==> src/design/asdl_pkg.sv <==
/*
 * asdl_pkg: constants of the adc sequencer and dac load control block.
 * assumes a 40 MHz sys_clk and a 16-bit internal register port.
 */
package asdl_pkg;
  // ==========================================================================
  // sizes
  localparam int NUM_DAC = 8;
  localparam int NUM_CH  = 9;
  localparam int CH_W    = 4;
  localparam int RES_W   = 12;
  localparam int DATA_W  = 16;
  localparam int ADDR_W  = 6;

  // ==========================================================================
  // register addresses
  localparam logic [5:0] A_RES0    = 6'h00;
  localparam logic [5:0] A_RES_END = 6'h09;
  localparam logic [5:0] A_DAC_CFG = 6'h09;
  localparam logic [5:0] A_STATUS  = 6'h0A;
  localparam logic [5:0] A_ADC_CTL = 6'h0B;
  localparam logic [5:0] A_LOAD    = 6'h0C;
  localparam logic [5:0] A_DAC0    = 6'h10;

  // ==========================================================================
  // fields and reset values
  localparam int CTL_MODE_BIT  = 15;
  localparam int CTL_SA_LSB    = 8;
  localparam int CTL_EA_LSB    = 4;
  localparam logic [15:0] CTL_RANGE_MASK = 16'h0FF0;
  localparam logic [15:0] CTL_RST        = 16'h0000;
  localparam int STAT_TRIG_BIT = 5;
  localparam int STAT_DATA_AVAIL_FLAG_BIT = 13;
  localparam int CFG_SLD_LSB   = 8;
  localparam int CFG_GAIN_LSB  = 0;
  localparam logic [15:0] LOAD_MAGIC = 16'hBB00;
  localparam logic [3:0]  CH_TEMP    = 4'h8;

  // ==========================================================================
  // timing
  localparam int CLK_MHZ      = 40;
  localparam int DAV_PULSE_NS = 2000;
  localparam int DAV_CYC      = (DAV_PULSE_NS * CLK_MHZ + 999) / 1000;
  localparam int DAV_CNT_W    = 7;
endpackage

==> src/design/asdl_seq_if.sv <==
/*
 * asdl_seq_if: signals between the register side and the conversion sequencer.
 * assumes both ends run on the same sys_clk.
 */
`timescale 1ns/1ps
interface asdl_seq_if;
  logic        start;
  logic        halt;
  logic        repeat_en;
  logic [3:0]  first_ch;
  logic [3:0]  last_ch;
  logic        conv_start;
  logic [3:0]  conv_ch;
  logic        conv_done;
  logic [11:0] conv_data;
  logic        smp_valid;
  logic [3:0]  smp_ch;
  logic [11:0] smp_data;
  logic        pass_done;
  logic        busy;

  modport ctrl (output start, halt, repeat_en, first_ch, last_ch, conv_done, conv_data,
                input conv_start, conv_ch, smp_valid, smp_ch, smp_data, pass_done, busy);
  modport seq  (input start, halt, repeat_en, first_ch, last_ch, conv_done, conv_data,
                output conv_start, conv_ch, smp_valid, smp_ch, smp_data, pass_done, busy);
endinterface

==> src/design/asdl_seq.sv <==
/*
 * asdl_seq: walks the channel range, one conversion request at a time.
 * assumes the converter answers each conv_start with one conv_done.
 */
`timescale 1ns/1ps
module asdl_seq (
  input wire logic sys_clk,
  input wire logic rst,
  asdl_seq_if.seq  sq
);
  typedef enum logic [1:0] {S_IDLE, S_ISSUE, S_WAIT} asdl_state_t;

  asdl_state_t state_r;
  logic [3:0]  ch_r;

  wire last_hit = (ch_r == sq.last_ch);
  wire done_in  = (state_r == S_WAIT) && sq.conv_done;

  assign sq.conv_start = (state_r == S_ISSUE);
  assign sq.conv_ch    = ch_r;
  assign sq.busy       = (state_r != S_IDLE);
  assign sq.smp_valid  = done_in;
  assign sq.smp_ch     = ch_r;
  assign sq.smp_data   = sq.conv_data;
  assign sq.pass_done  = done_in && last_hit;

  // ==========================================================================
  // sequence state
  always_ff @(posedge sys_clk) begin
    if (rst) begin
      state_r <= S_IDLE;
      ch_r    <= 4'h0;
    end else if (sq.start) begin
      state_r <= S_ISSUE;
      ch_r    <= sq.first_ch;
    end else if (sq.halt) begin
      state_r <= S_IDLE;
    end else begin
      unique case (state_r)
        S_IDLE:  state_r <= S_IDLE;
        S_ISSUE: state_r <= S_WAIT;
        S_WAIT: begin
          if (done_in && last_hit) begin
            ch_r    <= sq.first_ch;
            state_r <= sq.repeat_en ? S_ISSUE : S_IDLE;
          end else if (done_in) begin
            ch_r    <= ch_r + 4'h1;
            state_r <= S_ISSUE;
          end
        end
      endcase
    end
  end
endmodule

==> src/design/asdl_top.sv <==
/*
 * asdl_top: dac gain and load-strobe control, adc sequencing and result registers.
 * assumes a serial front end that turns host frames into one-cycle reg_wr and
 * reg_rd pulses with address and data on sys_clk; converter logic on sys_clk.
 */
// How it works
// - each dac gain bit set means buffer gain two, clear means gain one.
// - writing 0xBB00 to the load register makes one internal load strobe.
// - internal strobe copies data to latch only for sync-load enabled channels.
// - any other load register value makes no strobe and changes no dac.
// - load register clears after its strobe, and on reset.
// - with internal trigger, every control write starts a sequence.
// - with external trigger, a control write only records the channel range.
// - repeat mode bit is forced to zero while external trigger is selected.
// - one-shot converts start through end ascending once, then idles.
// - repeat mode returns from end channel to start and continues.
// - repeating stops on a one-shot control write or external trigger enable.
// - channel codes zero to eight are binary, code eight is the temperature sensor.
// - control holds mode at bit 15, start at 11:8, end at 7:4.
// - control register resets to zero.
// - nine result registers hold 12-bit result and 4-bit channel number.
// - results update when the end channel conversion completes.
// - result registers are read-only and reset to zero.
// - external convert rising edge starts one pass when external trigger set.
// - sync-load clear channel updates latch on data write, ignores strobes.
// - repeat mode pulses data-available low 2 us at each end channel.
`timescale 1ns/1ps
module asdl_top (
  input  wire logic         sys_clk,
  input  wire logic         rst,
  input  wire logic         reg_wr,
  input  wire logic         reg_rd,
  input  wire logic [5:0]   reg_addr,
  input  wire logic [15:0]  reg_wdata,
  output logic      [15:0]  reg_rdata,
  output logic              reg_rvalid,
  input  wire logic         convert_in,
  input  wire logic         ext_load_in,
  output logic      [95:0]  dac_latch_out,
  output logic      [7:0]   dac_buffer_gain_sel,
  output logic              adc_start,
  output logic      [3:0]   adc_channel,
  output logic              temp_sensor_channel,
  input  wire logic         adc_done,
  input  wire logic [11:0]  adc_data,
  output logic              data_avail_n
);
  localparam int NDAC = asdl_pkg::NUM_DAC;
  localparam int NCH  = asdl_pkg::NUM_CH;

  asdl_seq_if sq ();

  asdl_seq u_seq (
    .sys_clk (sys_clk),
    .rst     (rst),
    .sq      (sq)
  );

  // ==========================================================================
  // pin synchronisers: bit 0 convert, bit 1 external load
  logic [1:0] s1_r, s2_r, s3_r, lvl_r;
  wire  [1:0] agree   = s2_r ~^ s3_r;
  wire  [1:0] lvl_nxt = (agree & s3_r) | (~agree & lvl_r);
  wire  [1:0] rise    = lvl_nxt & ~lvl_r;
  wire        cnv_rise = rise[0];
  wire        eld_rise = rise[1];

  always_ff @(posedge sys_clk) begin
    if (rst) begin
      s1_r  <= 2'h0;
      s2_r  <= 2'h0;
      s3_r  <= 2'h0;
      lvl_r <= 2'h0;
    end else begin
      s1_r  <= {ext_load_in, convert_in};
      s2_r  <= s1_r;
      s3_r  <= s2_r;
      lvl_r <= lvl_nxt;
    end
  end

  // ==========================================================================
  // write decode
  wire wr_load = reg_wr && (reg_addr == asdl_pkg::A_LOAD);
  wire wr_ctl  = reg_wr && (reg_addr == asdl_pkg::A_ADC_CTL);
  wire wr_stat = reg_wr && (reg_addr == asdl_pkg::A_STATUS);
  wire wr_cfg  = reg_wr && (reg_addr == asdl_pkg::A_DAC_CFG);
  wire dac_hit = (reg_addr[5:3] == asdl_pkg::A_DAC0[5:3]);
  wire res_hit = (reg_addr < asdl_pkg::A_RES_END);
  wire wr_dac  = reg_wr && dac_hit;
  wire rd_res  = reg_rd && res_hit;

  // ==========================================================================
  // configuration, trigger source, control
  logic [15:0] cfg_r, ctl_r, load_r;
  logic        trig_r, data_avail_flag_r, dav_n_r;
  logic [6:0]  dav_cnt_r;

  wire [7:0]  sld = cfg_r[asdl_pkg::CFG_SLD_LSB +: NDAC];
  wire        trig_nxt = wr_stat ? reg_wdata[asdl_pkg::STAT_TRIG_BIT] : trig_r;
  wire        wr_mode  = reg_wdata[asdl_pkg::CTL_MODE_BIT] & ~trig_nxt;
  wire [15:0] ctl_wval = (reg_wdata & asdl_pkg::CTL_RANGE_MASK)
                       | (16'(wr_mode) << asdl_pkg::CTL_MODE_BIT);
  wire        keep_mode = ctl_r[asdl_pkg::CTL_MODE_BIT] & ~trig_nxt;
  wire [15:0] ctl_keep  = (ctl_r & asdl_pkg::CTL_RANGE_MASK)
                        | (16'(keep_mode) << asdl_pkg::CTL_MODE_BIT);
  wire [15:0] ctl_nxt   = wr_ctl ? ctl_wval : ctl_keep;
  wire        mode      = ctl_r[asdl_pkg::CTL_MODE_BIT];

  assign sq.start     = (wr_ctl && !trig_r)
                      || (trig_r && cnv_rise);
  assign sq.halt      = trig_nxt && !trig_r;
  assign sq.repeat_en = ctl_nxt[asdl_pkg::CTL_MODE_BIT];
  assign sq.first_ch  = ctl_nxt[asdl_pkg::CTL_SA_LSB +: asdl_pkg::CH_W];
  assign sq.last_ch   = ctl_nxt[asdl_pkg::CTL_EA_LSB +: asdl_pkg::CH_W];
  assign sq.conv_done = adc_done;
  assign sq.conv_data = adc_data;

  // internal load strobe comes straight from the stored word
  wire internal_load_strobe = (load_r == asdl_pkg::LOAD_MAGIC);
  wire load_any = internal_load_strobe || eld_rise;

  // data-available flag: set wins over every clear
  wire data_avail_flag_set = sq.pass_done && !mode;
  wire data_avail_flag_clr = sq.start || rd_res || mode
                || (wr_stat && !reg_wdata[asdl_pkg::STAT_DATA_AVAIL_FLAG_BIT]);
  wire data_avail_flag_nxt = data_avail_flag_set || (data_avail_flag_r && !data_avail_flag_clr);

  wire       dav_load    = sq.pass_done && mode;
  wire [6:0] dav_cnt_nxt = dav_load ? 7'(asdl_pkg::DAV_CYC)
                         : (dav_cnt_r != 7'h00) ? dav_cnt_r - 7'h01 : 7'h00;
  wire       dav_n_nxt   = mode ? (dav_cnt_nxt == 7'h00) : !data_avail_flag_nxt;

  always_ff @(posedge sys_clk) begin
    if (rst) begin
      cfg_r     <= 16'h0000;
      ctl_r     <= asdl_pkg::CTL_RST;
      load_r    <= 16'h0000;
      trig_r    <= 1'b0;
      data_avail_flag_r    <= 1'b0;
      dav_cnt_r <= 7'h00;
      dav_n_r   <= 1'b1;
    end else begin
      if (wr_cfg) begin
        cfg_r <= reg_wdata;
      end
      if (wr_load) begin
        load_r <= reg_wdata;
      end else if (internal_load_strobe) begin
        load_r <= 16'h0000;
      end
      ctl_r     <= ctl_nxt;
      trig_r    <= trig_nxt;
      data_avail_flag_r    <= data_avail_flag_nxt;
      dav_cnt_r <= dav_cnt_nxt;
      dav_n_r   <= dav_n_nxt;
    end
  end

  assign dac_buffer_gain_sel = cfg_r[asdl_pkg::CFG_GAIN_LSB +: NDAC];
  assign data_avail_n        = dav_n_r;

  // ==========================================================================
  // dac data registers and output latches
  logic [11:0] dac_data_r  [NDAC];
  logic [11:0] dac_latch_r [NDAC];

  for (genvar i = 0; i < NDAC; i++) begin : g_dac
    wire hit = wr_dac && (reg_addr[2:0] == 3'(i));
    always_ff @(posedge sys_clk) begin
      if (rst) begin
        dac_data_r[i]  <= 12'h000;
        dac_latch_r[i] <= 12'h000;
      end else begin
        if (hit) begin
          dac_data_r[i] <= reg_wdata[11:0];
        end
        if (hit && !sld[i]) begin
          dac_latch_r[i] <= reg_wdata[11:0];
        end else if (sld[i] && load_any) begin
          dac_latch_r[i] <= dac_data_r[i];
        end
      end
    end
    assign dac_latch_out[i*12 +: 12] = dac_latch_r[i];
  end

  // ==========================================================================
  // result staging and result registers, channel 8 is the temperature sensor
  // tag reads zero until a result has landed, so every result word resets to zero
  logic [11:0] stg_r  [NCH];
  logic [11:0] res_r  [NCH];
  logic        seen_r [NCH];
  logic        tag_r  [NCH];

  for (genvar c = 0; c < NCH; c++) begin : g_res
    wire smp_hit = sq.smp_valid && (sq.smp_ch == 4'(c));
    always_ff @(posedge sys_clk) begin
      if (rst) begin
        stg_r[c]  <= 12'h000;
        res_r[c]  <= 12'h000;
        seen_r[c] <= 1'b0;
        tag_r[c]  <= 1'b0;
      end else begin
        if (smp_hit) begin
          stg_r[c]  <= sq.smp_data;
          seen_r[c] <= 1'b1;
        end
        if (sq.pass_done) begin
          res_r[c] <= smp_hit ? sq.smp_data : stg_r[c];
          tag_r[c] <= smp_hit || seen_r[c];
        end
      end
    end
  end

  assign adc_start           = sq.conv_start;
  assign adc_channel         = sq.conv_ch;
  assign temp_sensor_channel = (sq.conv_ch == asdl_pkg::CH_TEMP);

  // ==========================================================================
  // read mux
  wire [3:0]  ridx      = reg_addr[3:0];
  wire [3:0]  rtag      = tag_r[ridx] ? ridx : 4'h0;
  wire [15:0] res_word  = {rtag, res_r[ridx]};
  wire [15:0] dac_word  = {1'b0, reg_addr[2:0], dac_latch_r[reg_addr[2:0]]};
  wire [15:0] stat_word = (16'(trig_r) << asdl_pkg::STAT_TRIG_BIT)
                        | (16'(data_avail_flag_r) << asdl_pkg::STAT_DATA_AVAIL_FLAG_BIT);
  wire [15:0] rd_mux    = res_hit                           ? res_word
                        : dac_hit                           ? dac_word
                        : (reg_addr == asdl_pkg::A_DAC_CFG) ? cfg_r
                        : (reg_addr == asdl_pkg::A_STATUS)  ? stat_word
                        : (reg_addr == asdl_pkg::A_ADC_CTL) ? ctl_r
                        : (reg_addr == asdl_pkg::A_LOAD)    ? load_r
                        : 16'h0000;

  always_ff @(posedge sys_clk) begin
    if (rst) begin
      reg_rdata  <= 16'h0000;
      reg_rvalid <= 1'b0;
    end else begin
      reg_rvalid <= reg_rd;
      if (reg_rd) begin
        reg_rdata <= rd_mux;
      end
    end
  end
endmodule

==> config.mk <==
export PLATFORM = sky130hd
export DESIGN_NAME = asdl_top
export DESIGN_NICKNAME = d
export VERILOG_FILES = /design/src/design/asdl_pkg.sv /design/src/design/asdl_seq_if.sv /design/src/design/asdl_seq.sv /design/src/design/asdl_top.sv
export SDC_FILE = /design/constraint.sdc
export NUM_CORES = 1
export LEC_CHECK = 0
export BUFFER_PORTS_ARGS = -buffer_cell sky130_fd_sc_hd__buf_2
export CAP_MARGIN = 20
export CORE_ASPECT_RATIO = 0.75
export CORE_MARGIN = 2
export CORE_UTILIZATION = 35
export CTS_BUF_LIST = sky130_fd_sc_hd__clkbuf_2
export DETAILED_ROUTE_END_ITERATION = 8
export SLEW_MARGIN = 30
export SYNTH_ARGS = -nofsm -noshare
export SYNTH_HDL_FRONTEND = slang
export SYNTH_HIERARCHICAL = 1
export SYNTH_SLANG_ARGS = --single-unit
==> constraint.sdc <==
create_clock -name sys_clk -period 6.91 [get_ports sys_clk]
set_clock_uncertainty 0.1 [all_clocks]
set_input_delay 0.3455 -clock sys_clk [delete_from_list [all_inputs] [get_ports sys_clk]]
set_output_delay 0.3455 -clock sys_clk [all_outputs]
set_load 0.01 [all_outputs]
==> parameters.txt, run 1 <==
Parameter                              Value

Min path
  Hold Crit Start    reg_wdata[2]
  Cells on Worst Hold Path    4
  Worst hold path endpoint    load_r[2]$_SDFFE_PP0P_
  Hold Path Class    in -> reg

Timing
  Tcrit/Tclk final    0.629
  Count of final max-slew check failures    0
  Total Negative Setup Slacks    0 ns
  Final worst-path setup slack    2.57 ns
  Worst slew margin    0.350
  Post-layout min period    4.34 ns
  Maximum operating frequency    230 MHz
  Slew at the pin with the worst max-slew slack    0.973 ns
  Setup-failing EPs final    0
  Setup repair after global routing missed its margin    no
  Final Hold Viols    0

Detailed routing
  1st-iter DRT viols    1580
  Number of search-and-repair iterations in the first detailed-routing pass    8
  Post-detailed-route wirelength per cell    22.8 µm
  Drc violations    0
  Via total after detailed routing    16.6k
  Remaining antenna violation count    0
  Post-detailed-route via-to-cell ratio    5.45
  Detailed Route WL    69.6 mm

Global route
  Number of global-route vias before repair    16.1k
  Maximum number of pins on one net before global-route repair    77
  First-pass GRT wire length    103 mm
  All-layer global routing usage    0.202
  GR Overflow Total    0
  Initial antenna violation count    5

Worst setup path
  Element type at the critical path start    input pin
  Cell type group with the largest total delay on the critical path    simple AND/OR/NAND/NOR gates
  Library cell appearing most often on the critical path    sky130_fd_sc_hd__inv_1
  Required arrival time at the worst endpoint    7.57 ns
  Worst path buffer plus inverter count    5
  CP endpoint kind    flip-flop
  R2R depth    7
  Data arrival at the endpoint of the critical path    5.00 ns
  Largest incremental delay on the critical path    0.54 ns
  Reg-to-reg slack, setup    3.34 ns
  Terminus of the critical flop-to-flop path    res_r[2][10]$_SDFFCE_PN0P_
  Start of the worst register-to-register path    u_seq/sq.conv_ch[1]$_SDFFE_PP0P_
  Master of the slowest instance on the critical path    sky130_fd_sc_hd__dlygate4sd3_1
  Kind of critical path    in -> reg
  Series of cell instances along the critical path    dlygate4sd3_1 -> buf_2 -> nor4b_2 -> nand3_1 -> mux2_1 -> xor2_1 -> nor4_4 -> nand2_1 -> inv_1 -> inv_1 -> nand2_8 -> buf_12
  Worst Path Max Fanout    71

Layout
  Fraction of layout cells with a size suffix above 1    0.230
  Count of nets after finishing    2146
  Filler cells    6246
  Signed area change from the synthesized netlist to the final layout    13.7%

Die
  # IOs    169
  Die span in y    227 µm
  Row Count    81
  Die footprint    68100 µm²
  Starting density of the core    0.354
  Area of the core region    65300 µm²
  Die width    301 µm

Clocking
  Clock transition at the registers of the reported paths    0.11 ns
  Clock tree from TritonCTS    done
  CTS buffer count    121
  Root cell of the clock tree    sky130_fd_sc_hd__clkbuf_2
  Clk Latency, worst-skew pair    1.18 ns
  CTS-repair resized insts    0
  Number of buffers on the longest clock path    3
  Cts-stage hold buffer count    63
  Clock sinks    508
  Post-CTS Setup Bufs    0
  Htree depth    3

Power
  Static leakage    0.0100 µW
  Areal power density over the cells    230 nW/µm²
  Peak VDD IR    0.139 mV

Yosys
  Number of warnings issued by yosys    6
  Mean Syn Cell Area    12.2 µm²
  Synthesized netlist cell count    1898
  Net count after synthesis    1945
  Synth Cell Area    23100 µm²

Flow run
  Max Cap Violations    0

Placed design
  DPL Wire Length    45.2 mm
  Quantity of I/O buffers inserted on ports    168
  Final Wtd Congestion    0.925
  Worst slack, placed    1.78 ns

Status
  Result of the run    complete, no violations
[report_power, final]
part           leakage [µW]  switching, µW  internal (µW)
sequential          0.00491           74.7           3440
clock              0.000835           1210            802
combinational       0.00426            340            188
[worst min-delay path, stage by stage]
cell and delay [ns]:
sky130_fd_sc_hd__dlygate4sd3_1 0.53, sky130_fd_sc_hd__buf_2 0.28, sky130_fd_sc_hd__nand2_1 0.12, sky130_fd_sc_hd__a21oi_1 0.06
[per-layer routing]
layer,vias to the layer above,part of all wire,track usage
li1,7415,-,-
met1,8300,0.46,0.296
met2,804,0.43,0.292
met3,125,0.098,0.0565
met4,0,0.020,0.0509
met5,-,0,0
[placed cells by master (no fill, tap or decap), types with 12 or more instances in the layout]
| cell | count |
|---|---|
| sky130_fd_sc_hd__nand2_1 | 344 |
| sky130_fd_sc_hd__nor2_1 | 73 |
| sky130_fd_sc_hd__clkbuf_2 | 179 |
| sky130_fd_sc_hd__a22oi_1 | 14 |
| sky130_fd_sc_hd__a21oi_1 | 147 |
| sky130_fd_sc_hd__edfxtp_1 | 425 |
| sky130_fd_sc_hd__o21ai_0 | 27 |
| sky130_fd_sc_hd__inv_1 | 12 |
| sky130_fd_sc_hd__clkinv_1 | 14 |
| sky130_fd_sc_hd__dfxtp_1 | 83 |
| sky130_fd_sc_hd__buf_4 | 35 |
| sky130_fd_sc_hd__dlygate4sd3_1 | 63 |
| sky130_fd_sc_hd__buf_2 | 166 |
| sky130_fd_sc_hd__nand3_1 | 15 |
| sky130_fd_sc_hd__and2_1 | 116 |
| sky130_fd_sc_hd__and3_1 | 109 |
| sky130_fd_sc_hd__a22o_1 | 97 |
| sky130_fd_sc_hd__mux2_2 | 26 |
| sky130_fd_sc_hd__nor2b_1 | 12 |
| sky130_fd_sc_hd__mux4_2 | 50 |
[final cells by class]
class | count | area, µm² | area share
timing repair buffer | 265 | 1740 | 0.0663
clock inverter | 23 | 185 | 0.00704
multi-input combinational | 1190 | 7890 | 0.300
antenna | 5 | 12.5 | 0.000476
sequential | 508 | 14400 | 0.549
tap | 871 | 1090 | 0.0415
clock buffer | 179 | 896 | 0.0341
inverter | 13 | 50.0 | 0.00190
[sequential cells by signal, indices dropped and copies added (netlist names), 2 cells and up]
name and count:
res_r 108, stg_r 108, dac_data_r 96, dac_latch_r 96
cfg_r 16, load_r 16, reg_rdata 16, ctl_r 9
seen_r 9, tag_r 9, dav_cnt_r 7, u_seq/sq.conv_ch 4
lvl_r 2, s1_r 2, s2_r 2, s3_r 2
u_seq/state_r 2
[stage by stage]
| stage | hold WS, ns | util | std cells | area (µm²) | total power (µW) |
|---|---|---|---|---|---|
| after detailed placement | 0.325 | 0.376 | 2784 | 24600 | 4080 |
| final | 0.117 | 0.403 | 3054 | 26300 | 6050 |
| after CTS | 0.00967 | 0.402 | 3049 | 26300 | 6090 |
| after global routing | 0.0117 | 0.403 | 3053 | 26300 | 6290 |
| after global placement | 0.326 | 0.375 | 2784 | 24500 | 4060 |
| after floorplan | 0.314 | - | 1898 | 23100 | 3860 |
[worst max path at each step]
stage                startpoint                          to  slack (ns)  cells past startpoint
detailed placement  reg_addr[3]  res_r[4][11]$_SDFFCE_PN0P_        1.78                     11
CTS                 reg_addr[3]   res_r[5][4]$_SDFFCE_PN0P_        2.43                     12
global route        reg_addr[3]   res_r[3][5]$_SDFFCE_PN0P_        2.36                     12
finish              reg_addr[3]  res_r[2][10]$_SDFFCE_PN0P_        2.57                     12
global placement    reg_addr[3]  res_r[4][11]$_SDFFCE_PN0P_        1.87                     11
floorplan           reg_addr[2]   res_r[0][0]$_SDFFCE_PN0P_        1.31                     11
(Power assumes the default switching activity.)
==> inputs of run 2 (changes only) <==
==> constraint.sdc (replaced) <==
create_clock -name sys_clk -period 4 [get_ports sys_clk]
set_clock_uncertainty 0.1 [all_clocks]
set_input_delay 0.2 -clock sys_clk [delete_from_list [all_inputs] [get_ports sys_clk]]
set_output_delay 0.2 -clock sys_clk [all_outputs]
set_load 0.01 [all_outputs]
==> run 2 against run 1 <==
  * Combinational power rose by 86%
  * Die area did not move
  * Worst hold slack improved by 0.056 ns
  * Sequential share of layout area decreased by 1.9 points
  * Cell area is 3.5% higher
  * Non-clock buffer count grew 83
  * Setup slack got worse by 2.1 ns
  * First-iteration DRC count grew 18%
==> parameters.txt, run 2 (synthesized netlist as in run 1, its figures left out) <==
Parameter                              Value

Worst setup path
  Total stage count of the critical path    16 (was 12)
  Worst Path Max Fanout    8 (was 71)
  Series of cell instances along the critical path    dlygate4sd3_1 -> buf_2 -> dlygate4sd3_1 -> nor4b_4 -> buf_4 -> nand3_4 -> buf_6 -> mux2_2 -> xor2_1 -> nor4_4 -> dlygate4sd3_1 -> buf_4 -> nor3_1 -> a31oi_1 -> o31ai_1 -> dlygate4sd3_1 (was dlygate4sd3_1 -> buf_2 -> nor4b_2 -> nand3_1 -> mux2_1 -> xor2_1 -> nor4_4 -> nand2_1 -> inv_1 -> inv_1 -> nand2_8 -> buf_12)
  Start of the worst register-to-register path    u_seq/sq.conv_ch[2]$_SDFFE_PP0P_ (was u_seq/sq.conv_ch[1]$_SDFFE_PP0P_)
  Cell type group with the largest total delay on the critical path    buffers and inverters (was simple AND/OR/NAND/NOR gates)
  Required arrival time at the worst endpoint    5.08 ns (was 7.57 ns)
  Largest incremental delay on the critical path    0.59 ns (was 0.54 ns)
  Worst path buffer plus inverter count    8 (was 5)
  Terminus of the critical flop-to-flop path    u_seq/sq.conv_ch[0]$_SDFFE_PP0P_ (was res_r[2][10]$_SDFFCE_PN0P_)
  Reg-to-reg slack, setup    0.97 ns (was 3.34 ns)
  Library cell appearing most often on the critical path    sky130_fd_sc_hd__dlygate4sd3_1 (was sky130_fd_sc_hd__inv_1)
  Kind of critical path    in -> reg (unchanged)
  R2R depth    8 (was 7)
  Endpoint of the most critical setup path    u_seq/sq.conv_ch[0]$_SDFFE_PP0P_ (was res_r[2][10]$_SDFFCE_PN0P_)
  Element type at the critical path start    input pin (unchanged)
  Data arrival at the endpoint of the critical path    4.62 ns (was 5.00 ns)
  Master of the slowest instance on the critical path    sky130_fd_sc_hd__dlygate4sd3_1 (unchanged)
  Critical path launch point    reg_addr[2] (was reg_addr[3])
  CP endpoint kind    flip-flop (unchanged)

Power
  Static leakage    0.0105 µW (was 0.0100 µW)
  Combinational group share of total power    0.091 (was 0.087)
  Sequential power share    0.561 (was 0.581)
  Power spent charging and discharging nets    2950 µW (was 1620 µW)
  Switching portion of total power    0.273 (was 0.268)
  Peak VDD IR    0.244 mV (was 0.139 mV)
  Internal power of the cells    7870 µW (was 4430 µW)
  Power share of the clock group    0.349 (was 0.332)
  Areal power density over the cells    398 nW/µm² (was 230 nW/µm²)

Timing
  Minimum hold slack    0.173 ns (was 0.117 ns)
  Maximum operating frequency    282 MHz
  Final worst-path setup slack    0.458 ns (was 2.57 ns)
  Final Hold Viols    0 (unchanged)
  Post-layout min period    3.54 ns
  Tcrit/Tclk final    0.885
  Worst slew margin    0.315 (was 0.350)
  Slew at the pin with the worst max-slew slack    1.02 ns (was 0.973 ns)
  Setup repair after global routing missed its margin    no (unchanged)
  Total Negative Setup Slacks    0 ns (unchanged)
  Count of final max-slew check failures    0 (unchanged)
  Setup-failing EPs final    0 (unchanged)

Global route
  GR Overflow Total    0 (unchanged)
  Maximum number of pins on one net before global-route repair    150 (was 77)
  Number of global-route vias before repair    16.6k (was 16.1k)
  First-pass GRT wire length    107 mm (was 103 mm)
  Initial antenna violation count    8 (was 5)
  All-layer global routing usage    0.214 (was 0.202)

Clocking
  Clock tree from TritonCTS    done (unchanged)
  Root cell of the clock tree    sky130_fd_sc_hd__clkbuf_2 (unchanged)
  Clk Latency, worst-skew pair    1.31 ns (was 1.18 ns)
  Clock transition at the registers of the reported paths    0.10 ns (was 0.11 ns)
  Clock sinks    508 (unchanged)
  CTS buffer count    132 (was 121)
  Number of buffers on the longest clock path    3 (unchanged)
  Htree depth    4 (was 3)

Die
  Area of the core region    65300 µm² (unchanged)
  Row Count    81 (unchanged)
  Die width    301 µm (unchanged)
  Die footprint    68100 µm² (unchanged)
  Starting density of the core    0.354 (unchanged)
  # IOs    169 (unchanged)
  Die span in y    227 µm (unchanged)

Layout
  Signed area change from the synthesized netlist to the final layout    17.7% (was 13.7%)
  Count of nets after finishing    2240 (was 2146)
  Top Registers    res_r: 108 flops, stg_r: 108 flops (unchanged)
  Fraction of layout cells with a size suffix above 1    0.239 (was 0.230)
  Final Core Density    0.417 (was 0.403)
  Filler cells    6135 (was 6246)
  Finished Layout Cells    3159 (was 3054)
  Commonest non-fill, non-tap cell in the layout    sky130_fd_sc_hd__edfxtp_1 (unchanged)
  Commonest non-fill, non-tap cells in the layout    425 x sky130_fd_sc_hd__edfxtp_1, 344 x sky130_fd_sc_hd__nand2_1, 186 x sky130_fd_sc_hd__clkbuf_2 (was 425 x sky130_fd_sc_hd__edfxtp_1, 344 x sky130_fd_sc_hd__nand2_1, 179 x sky130_fd_sc_hd__clkbuf_2)

Min path
  Hold Path Class    in -> reg (unchanged)

Flow run
  Max Cap Violations    0 (unchanged)

Detailed routing
  Drc violations    0 (unchanged)
  1st-iter DRT viols    1861 (was 1580)
  Number of search-and-repair iterations in the first detailed-routing pass    6 (was 8)
  Detailed Route WL    73.5 mm (was 69.6 mm)
  Post-detailed-route wirelength per cell    23.3 µm (was 22.8 µm)
  Remaining antenna violation count    0 (unchanged)
  Post-detailed-route via-to-cell ratio    5.43 (was 5.45)
  Via total after detailed routing    17.1k (was 16.6k)

Placed design
  DPL Wire Length    46.5 mm (was 45.2 mm)
  Instance count after placement with tap cells included    2814 (was 2784)
  Worst slack, placed    0.467 ns (was 1.78 ns)
  Final Wtd Congestion    0.905 (was 0.925)
  Quantity of I/O buffers inserted on ports    168 (unchanged)

Status
  Result of the run    complete, no violations (unchanged)
[run 2: cell count changes in the layout (fill, tap and decap cells not counted), moves of 3 or more]
cell and change:
sky130_fd_sc_hd__dlygate4sd3_1 +50, sky130_fd_sc_hd__buf_4 +24, sky130_fd_sc_hd__clkinv_1 +8, sky130_fd_sc_hd__clkbuf_2 +7
sky130_fd_sc_hd__buf_12 +6, sky130_fd_sc_hd__clkinvlp_4 +4, sky130_fd_sc_hd__inv_2 +3, sky130_fd_sc_hd__nor3_1 +3
[run 2: stage by stage]
step / instance area, µm² / total power [µW]
6_report: 27200 / 10800
4_1_cts: 27200 / 10900
2_1_floorplan: 23100 / 6670
3_3_place_gp: 24800 / 7050
3_5_place_dp: 24800 / 7070
5_1_grt: 27200 / 11300
[run 2: layer usage]
| metal | track usage | routed length, µm | vias up |
|---|---|---|---|
| met4 | 0.0676 | 1560 | 4 |
| met1 | 0.300 | 31900 | 8504 |
| met5 | 0 | 24 | - |
| met3 | 0.0745 | 8210 | 138 |
| li1 | - | - | 7609 |
| met2 | 0.308 | 31900 | 892 |
[run 2: worst min-delay path, stage by stage]
cell and delay (ns):
sky130_fd_sc_hd__dlygate4sd3_1 0.51, sky130_fd_sc_hd__buf_2 0.18, sky130_fd_sc_hd__nor4b_4 0.08, sky130_fd_sc_hd__buf_4 0.15
sky130_fd_sc_hd__nand3_4 0.12, sky130_fd_sc_hd__mux2_1 0.17, sky130_fd_sc_hd__and2_1 0.12
[run 2: worst min-delay path by stage]
| stage | cells after the start | endpoint | slack [ns] | from |
|---|---|---|---|---|
| 2_1_floorplan | 1 | data_avail_flag_r$_SDFF_PP0_ | 0.19 | rst |
| 3_3_place_gp | 2 | s1_r[0]$_SDFF_PP0_ | 0.32 | convert_in |
| 3_5_place_dp | 2 | s1_r[0]$_SDFF_PP0_ | 0.32 | convert_in |
| 4_1_cts | 7 | trig_r$_SDFF_PP0_ | 0.03 | reg_addr[4] |
| 5_1_grt | 7 | ctl_r[5]$_SDFF_PP0_ | 0.1 | reg_addr[5] |
| 6_report | 7 | ctl_r[5]$_SDFF_PP0_ | 0.17 | reg_addr[5] |
[run 2: area by class of cell]
cell class | instances | area (µm²) | area share
diodes | 6 | 15.0 | 0.000552
clock buffers | 186 | 931 | 0.0342
clock inverters | 37 | 292 | 0.0107
inverters | 13 | 50.0 | 0.00184
multi-input cells | 1190 | 7850 | 0.288
flip-flops and latches | 508 | 14400 | 0.530
well taps | 871 | 1090 | 0.0400
repair buffers | 348 | 2570 | 0.0943
[run 2: power groups by stage]
stage / Clock, µW / Sequential [µW] / Combinational, µW
floorplan: 0 / 6160 / 510
global placement: 0 / 6180 / 867
detailed placement: 0 / 6190 / 880
CTS: 3830 / 6070 / 967
global route: 4110 / 6090 / 1050
finish: 3770 / 6070 / 982
[run 2: timing repair]
action                                  4_1_cts  5_1_grt
hold buffers                                115        1
endpoints found under the hold margin       735        1
resized for setup                             0        4
buffers inserted                              0        1
endpoints found under the setup margin        0       46
==> inputs of run 3 (changes only) <==
--- a/config.mk
+++ b/config.mk
@@ -8,10 +8,10 @@
 export BUFFER_PORTS_ARGS = -buffer_cell sky130_fd_sc_hd__buf_2
 export CAP_MARGIN = 20
 export CORE_ASPECT_RATIO = 0.75
-export CORE_MARGIN = 2
-export CORE_UTILIZATION = 35
+export CORE_UTILIZATION = 55
 export CTS_BUF_LIST = sky130_fd_sc_hd__clkbuf_2
 export DETAILED_ROUTE_END_ITERATION = 8
+export PLACE_DENSITY = 0.74
 export SLEW_MARGIN = 30
 export SYNTH_ARGS = -nofsm -noshare
 export SYNTH_HDL_FRONTEND = slang
==> run 3 against run 2 <==
  * Sequential cell count stayed put
  * Largest cell class unchanged
  * Final cell count shrank 10%
  * Register-to-register slack worse by 0.33 ns
  * Clock power fell by 10%
  * Maximum frequency fell by 9.8%
  * Die area is 37% lower
  * Highest routed layer is now met4
  * Setup slack got worse by 0.38 ns
  * Critical endpoint is now res_r[4][7]$_SDFFCE_PN0P_
  * Critical path depth decreased by 1
==> parameters.txt, run 3 (synthesized netlist as in run 1, its figures left out) <==
Parameter                              Value

Placed design
  Quantity of I/O buffers inserted on ports    168 (unchanged)
  DPL Wire Length    41.7 mm (was 46.5 mm)
  Final Wtd Congestion    1.01 (was 0.905)

Layout
  Top Registers    res_r: 108 flops, stg_r: 108 flops (unchanged)
  Filler cells    3121 (was 6135)
  Seq. cell area    14400 µm² (unchanged)
  Signed area change from the synthesized netlist to the final layout    15.0% (was 17.7%)
  Area of the multi-input gates    7820 µm² (was 7850 µm²)
  Commonest non-fill, non-tap cells in the layout    425 x sky130_fd_sc_hd__edfxtp_1, 344 x sky130_fd_sc_hd__nand2_1, 179 x sky130_fd_sc_hd__clkbuf_2 (was 425 x sky130_fd_sc_hd__edfxtp_1, 344 x sky130_fd_sc_hd__nand2_1, 186 x sky130_fd_sc_hd__clkbuf_2)
  Commonest non-fill, non-tap cell in the layout    sky130_fd_sc_hd__edfxtp_1 (unchanged)
  Count of nets after finishing    2218 (was 2240)
  Fraction of layout cells with a size suffix above 1    0.228 (was 0.239)

Die
  Starting density of the core    0.563 (was 0.354)
  Die span in y    180 µm (was 227 µm)
  Row Count    64 (was 81)
  Die width    239 µm (was 301 µm)
  Die footprint    42900 µm² (was 68100 µm²)
  # IOs    169 (unchanged)
  Area of the core region    41100 µm² (was 65300 µm²)

Power
  Static leakage    0.0104 µW (was 0.0105 µW)
  Power spent charging and discharging nets    2850 µW (was 2950 µW)
  Areal power density over the cells    392 nW/µm² (was 398 nW/µm²)
  Sequential power share    0.582 (was 0.561)
  Combinational group share of total power    0.093 (was 0.091)
  Total power after layout    10400 µW (was 10800 µW)
  Internal power of the cells    7570 µW (was 7870 µW)
  Peak VDD IR    0.251 mV (was 0.244 mV)
  Switching portion of total power    0.273 (about the same)
  Power share of the clock group    0.325 (was 0.349)

Global route
  First-pass GRT wire length    102 mm (was 107 mm)
  Initial antenna violation count    4 (was 8)
  Number of global-route vias before repair    16.6k (about the same)
  Maximum number of pins on one net before global-route repair    150 (unchanged)
  All-layer global routing usage    0.320 (was 0.214)
  GR Overflow Total    0 (unchanged)

Detailed routing
  1st-iter DRT viols    2456 (was 1861)
  Post-detailed-route wirelength per cell    23.9 µm (was 23.3 µm)
  Number of search-and-repair iterations in the first detailed-routing pass    6 (unchanged)
  Detailed Route WL    67.8 mm (was 73.5 mm)
  Post-detailed-route via-to-cell ratio    6.13 (was 5.43)
  Remaining antenna violation count    0 (unchanged)
  Via total after detailed routing    17.4k (was 17.1k)
  Drc violations    0 (unchanged)

Clocking
  Clk Latency, worst-skew pair    1.15 ns (was 1.31 ns)
  Clock tree from TritonCTS    done (unchanged)
  Htree depth    3 (was 4)
  Root cell of the clock tree    sky130_fd_sc_hd__clkbuf_2 (unchanged)
  CTS buffer count    119 (was 132)
  Clock sinks    508 (unchanged)
  Post-CTS Setup Bufs    0 (unchanged)
  Number of buffers on the longest clock path    3 (unchanged)
  Clock transition at the registers of the reported paths    0.11 ns (was 0.10 ns)

Min path
  Hold Path Class    in -> reg (unchanged)

Worst setup path
  Kind of critical path    in -> reg (unchanged)
  Element type at the critical path start    input pin (unchanged)
  Worst Path Max Fanout    60 (was 8)
  Required arrival time at the worst endpoint    4.67 ns (was 5.08 ns)
  Data arrival at the endpoint of the critical path    4.60 ns (was 4.62 ns)
  CP endpoint kind    flip-flop (unchanged)

Timing
  Count of final max-slew check failures    0 (unchanged)
  Setup repair after global routing missed its margin    no (unchanged)
  Total Negative Setup Slacks    0 ns (unchanged)
  Minimum hold slack    0.107 ns (was 0.173 ns)
  Final Hold Viols    0 (unchanged)
  Tcrit/Tclk final    0.981 (was 0.885)
  Setup-failing EPs final    0 (unchanged)
  Post-layout min period    3.92 ns (was 3.54 ns)
  Worst slew margin    0.410 (was 0.315)
  Maximum operating frequency    255 MHz (was 282 MHz)
  Slew at the pin with the worst max-slew slack    0.885 ns (was 1.02 ns)

Flow run
  Max Cap Violations    0 (unchanged)

Status
  Result of the run    complete, no violations (unchanged)
## run 3: cell count changes in the layout (fill, tap and decap cells not counted), sizes merged
cell / change
buf: -9
bufinv: -4
clkbuf: -7
clkinv: +15
clkinvlp: -2
diode: -2
inv: -1
## run 3: worst max-delay path, stage by stage
cell and delay [ns]:
sky130_fd_sc_hd__dlygate4sd3_1 0.55, sky130_fd_sc_hd__buf_2 0.20, sky130_fd_sc_hd__nor4b_2 0.24, sky130_fd_sc_hd__dlygate4sd3_1 0.58
sky130_fd_sc_hd__buf_4 0.15, sky130_fd_sc_hd__nand3_1 0.18, sky130_fd_sc_hd__mux2_1 0.43, sky130_fd_sc_hd__xor2_1 0.18
sky130_fd_sc_hd__nor4_4 0.32, sky130_fd_sc_hd__nand2_1 0.12, sky130_fd_sc_hd__dlygate4sd3_1 0.62, sky130_fd_sc_hd__inv_1 0.18
sky130_fd_sc_hd__inv_1 0.15, sky130_fd_sc_hd__nand2_4 0.12, sky130_fd_sc_hd__buf_12 0.29
## run 3: final timing paths
| path | slack (ns) | endpoint | startpoint | cells after the start |
|---|---|---|---|---|
| min reg2reg | 0.35 | s2_r[0]$_SDFF_PP0_ | s1_r[0]$_SDFF_PP0_ | 1 |
| max | 0.08 | res_r[4][7]$_SDFFCE_PN0P_ | reg_addr[5] | 15 |
| min | 0.11 | dac_data_r[0][36]$_SDFFCE_PN0P_ | reg_wdata[0] | 3 |
| max reg2reg | 0.64 | res_r[4][7]$_SDFFCE_PN0P_ | u_seq/sq.conv_ch[1]$_SDFFE_PP0P_ | 8 |
## run 3: final cells by class
class / instances / area share
well taps: 561 / 0.0264
clock buffers: 179 / 0.0337
multi-input cells: 1190 / 0.294
clock inverters: 45 / 0.00767
repair buffers: 339 / 0.0935
flip-flops and latches: 508 / 0.542
inverters: 13 / 0.00188
diodes: 4 / 0.000376
## run 3: what timing repair did
item / in CTS / in global routing
endpoints found under the hold margin: 694 / 0
gates resized for setup: 0 / 1
setup endpoints to repair: 0 / 45
hold buffers: 113 / 0
## run 3: metal layers
layer  vias to the layer above  routed length (µm)  global-route usage
li1                       7576                   -                   -
met1                      8509               27700               0.482
met2                      1186               29100               0.446
met3                       129                9180              0.0901
met4                         0                1870               0.107
met5                         -                   0                   0
## run 3: power groups by stage
stage | Combinational, µW | Sequential (µW) | Clock, µW
global placement | 840 | 6170 | 0
global route | 1030 | 6080 | 3680
detailed placement | 861 | 6170 | 0
floorplan | 510 | 6160 | 0
CTS | 947 | 6060 | 3410
finish | 967 | 6060 | 3390
## run 3: stage by stage
stage               setup WS [ns]   util  cell area, µm²  cells
CTS                         0.143  0.647           26600   2834
global route               0.0557  0.647           26600   2839
detailed placement          0.710  0.592           24300   2497
floorplan                   0.313      -           23100   1898
finish                     0.0750  0.647           26600   2839
global placement            0.771  0.592           24300   2497
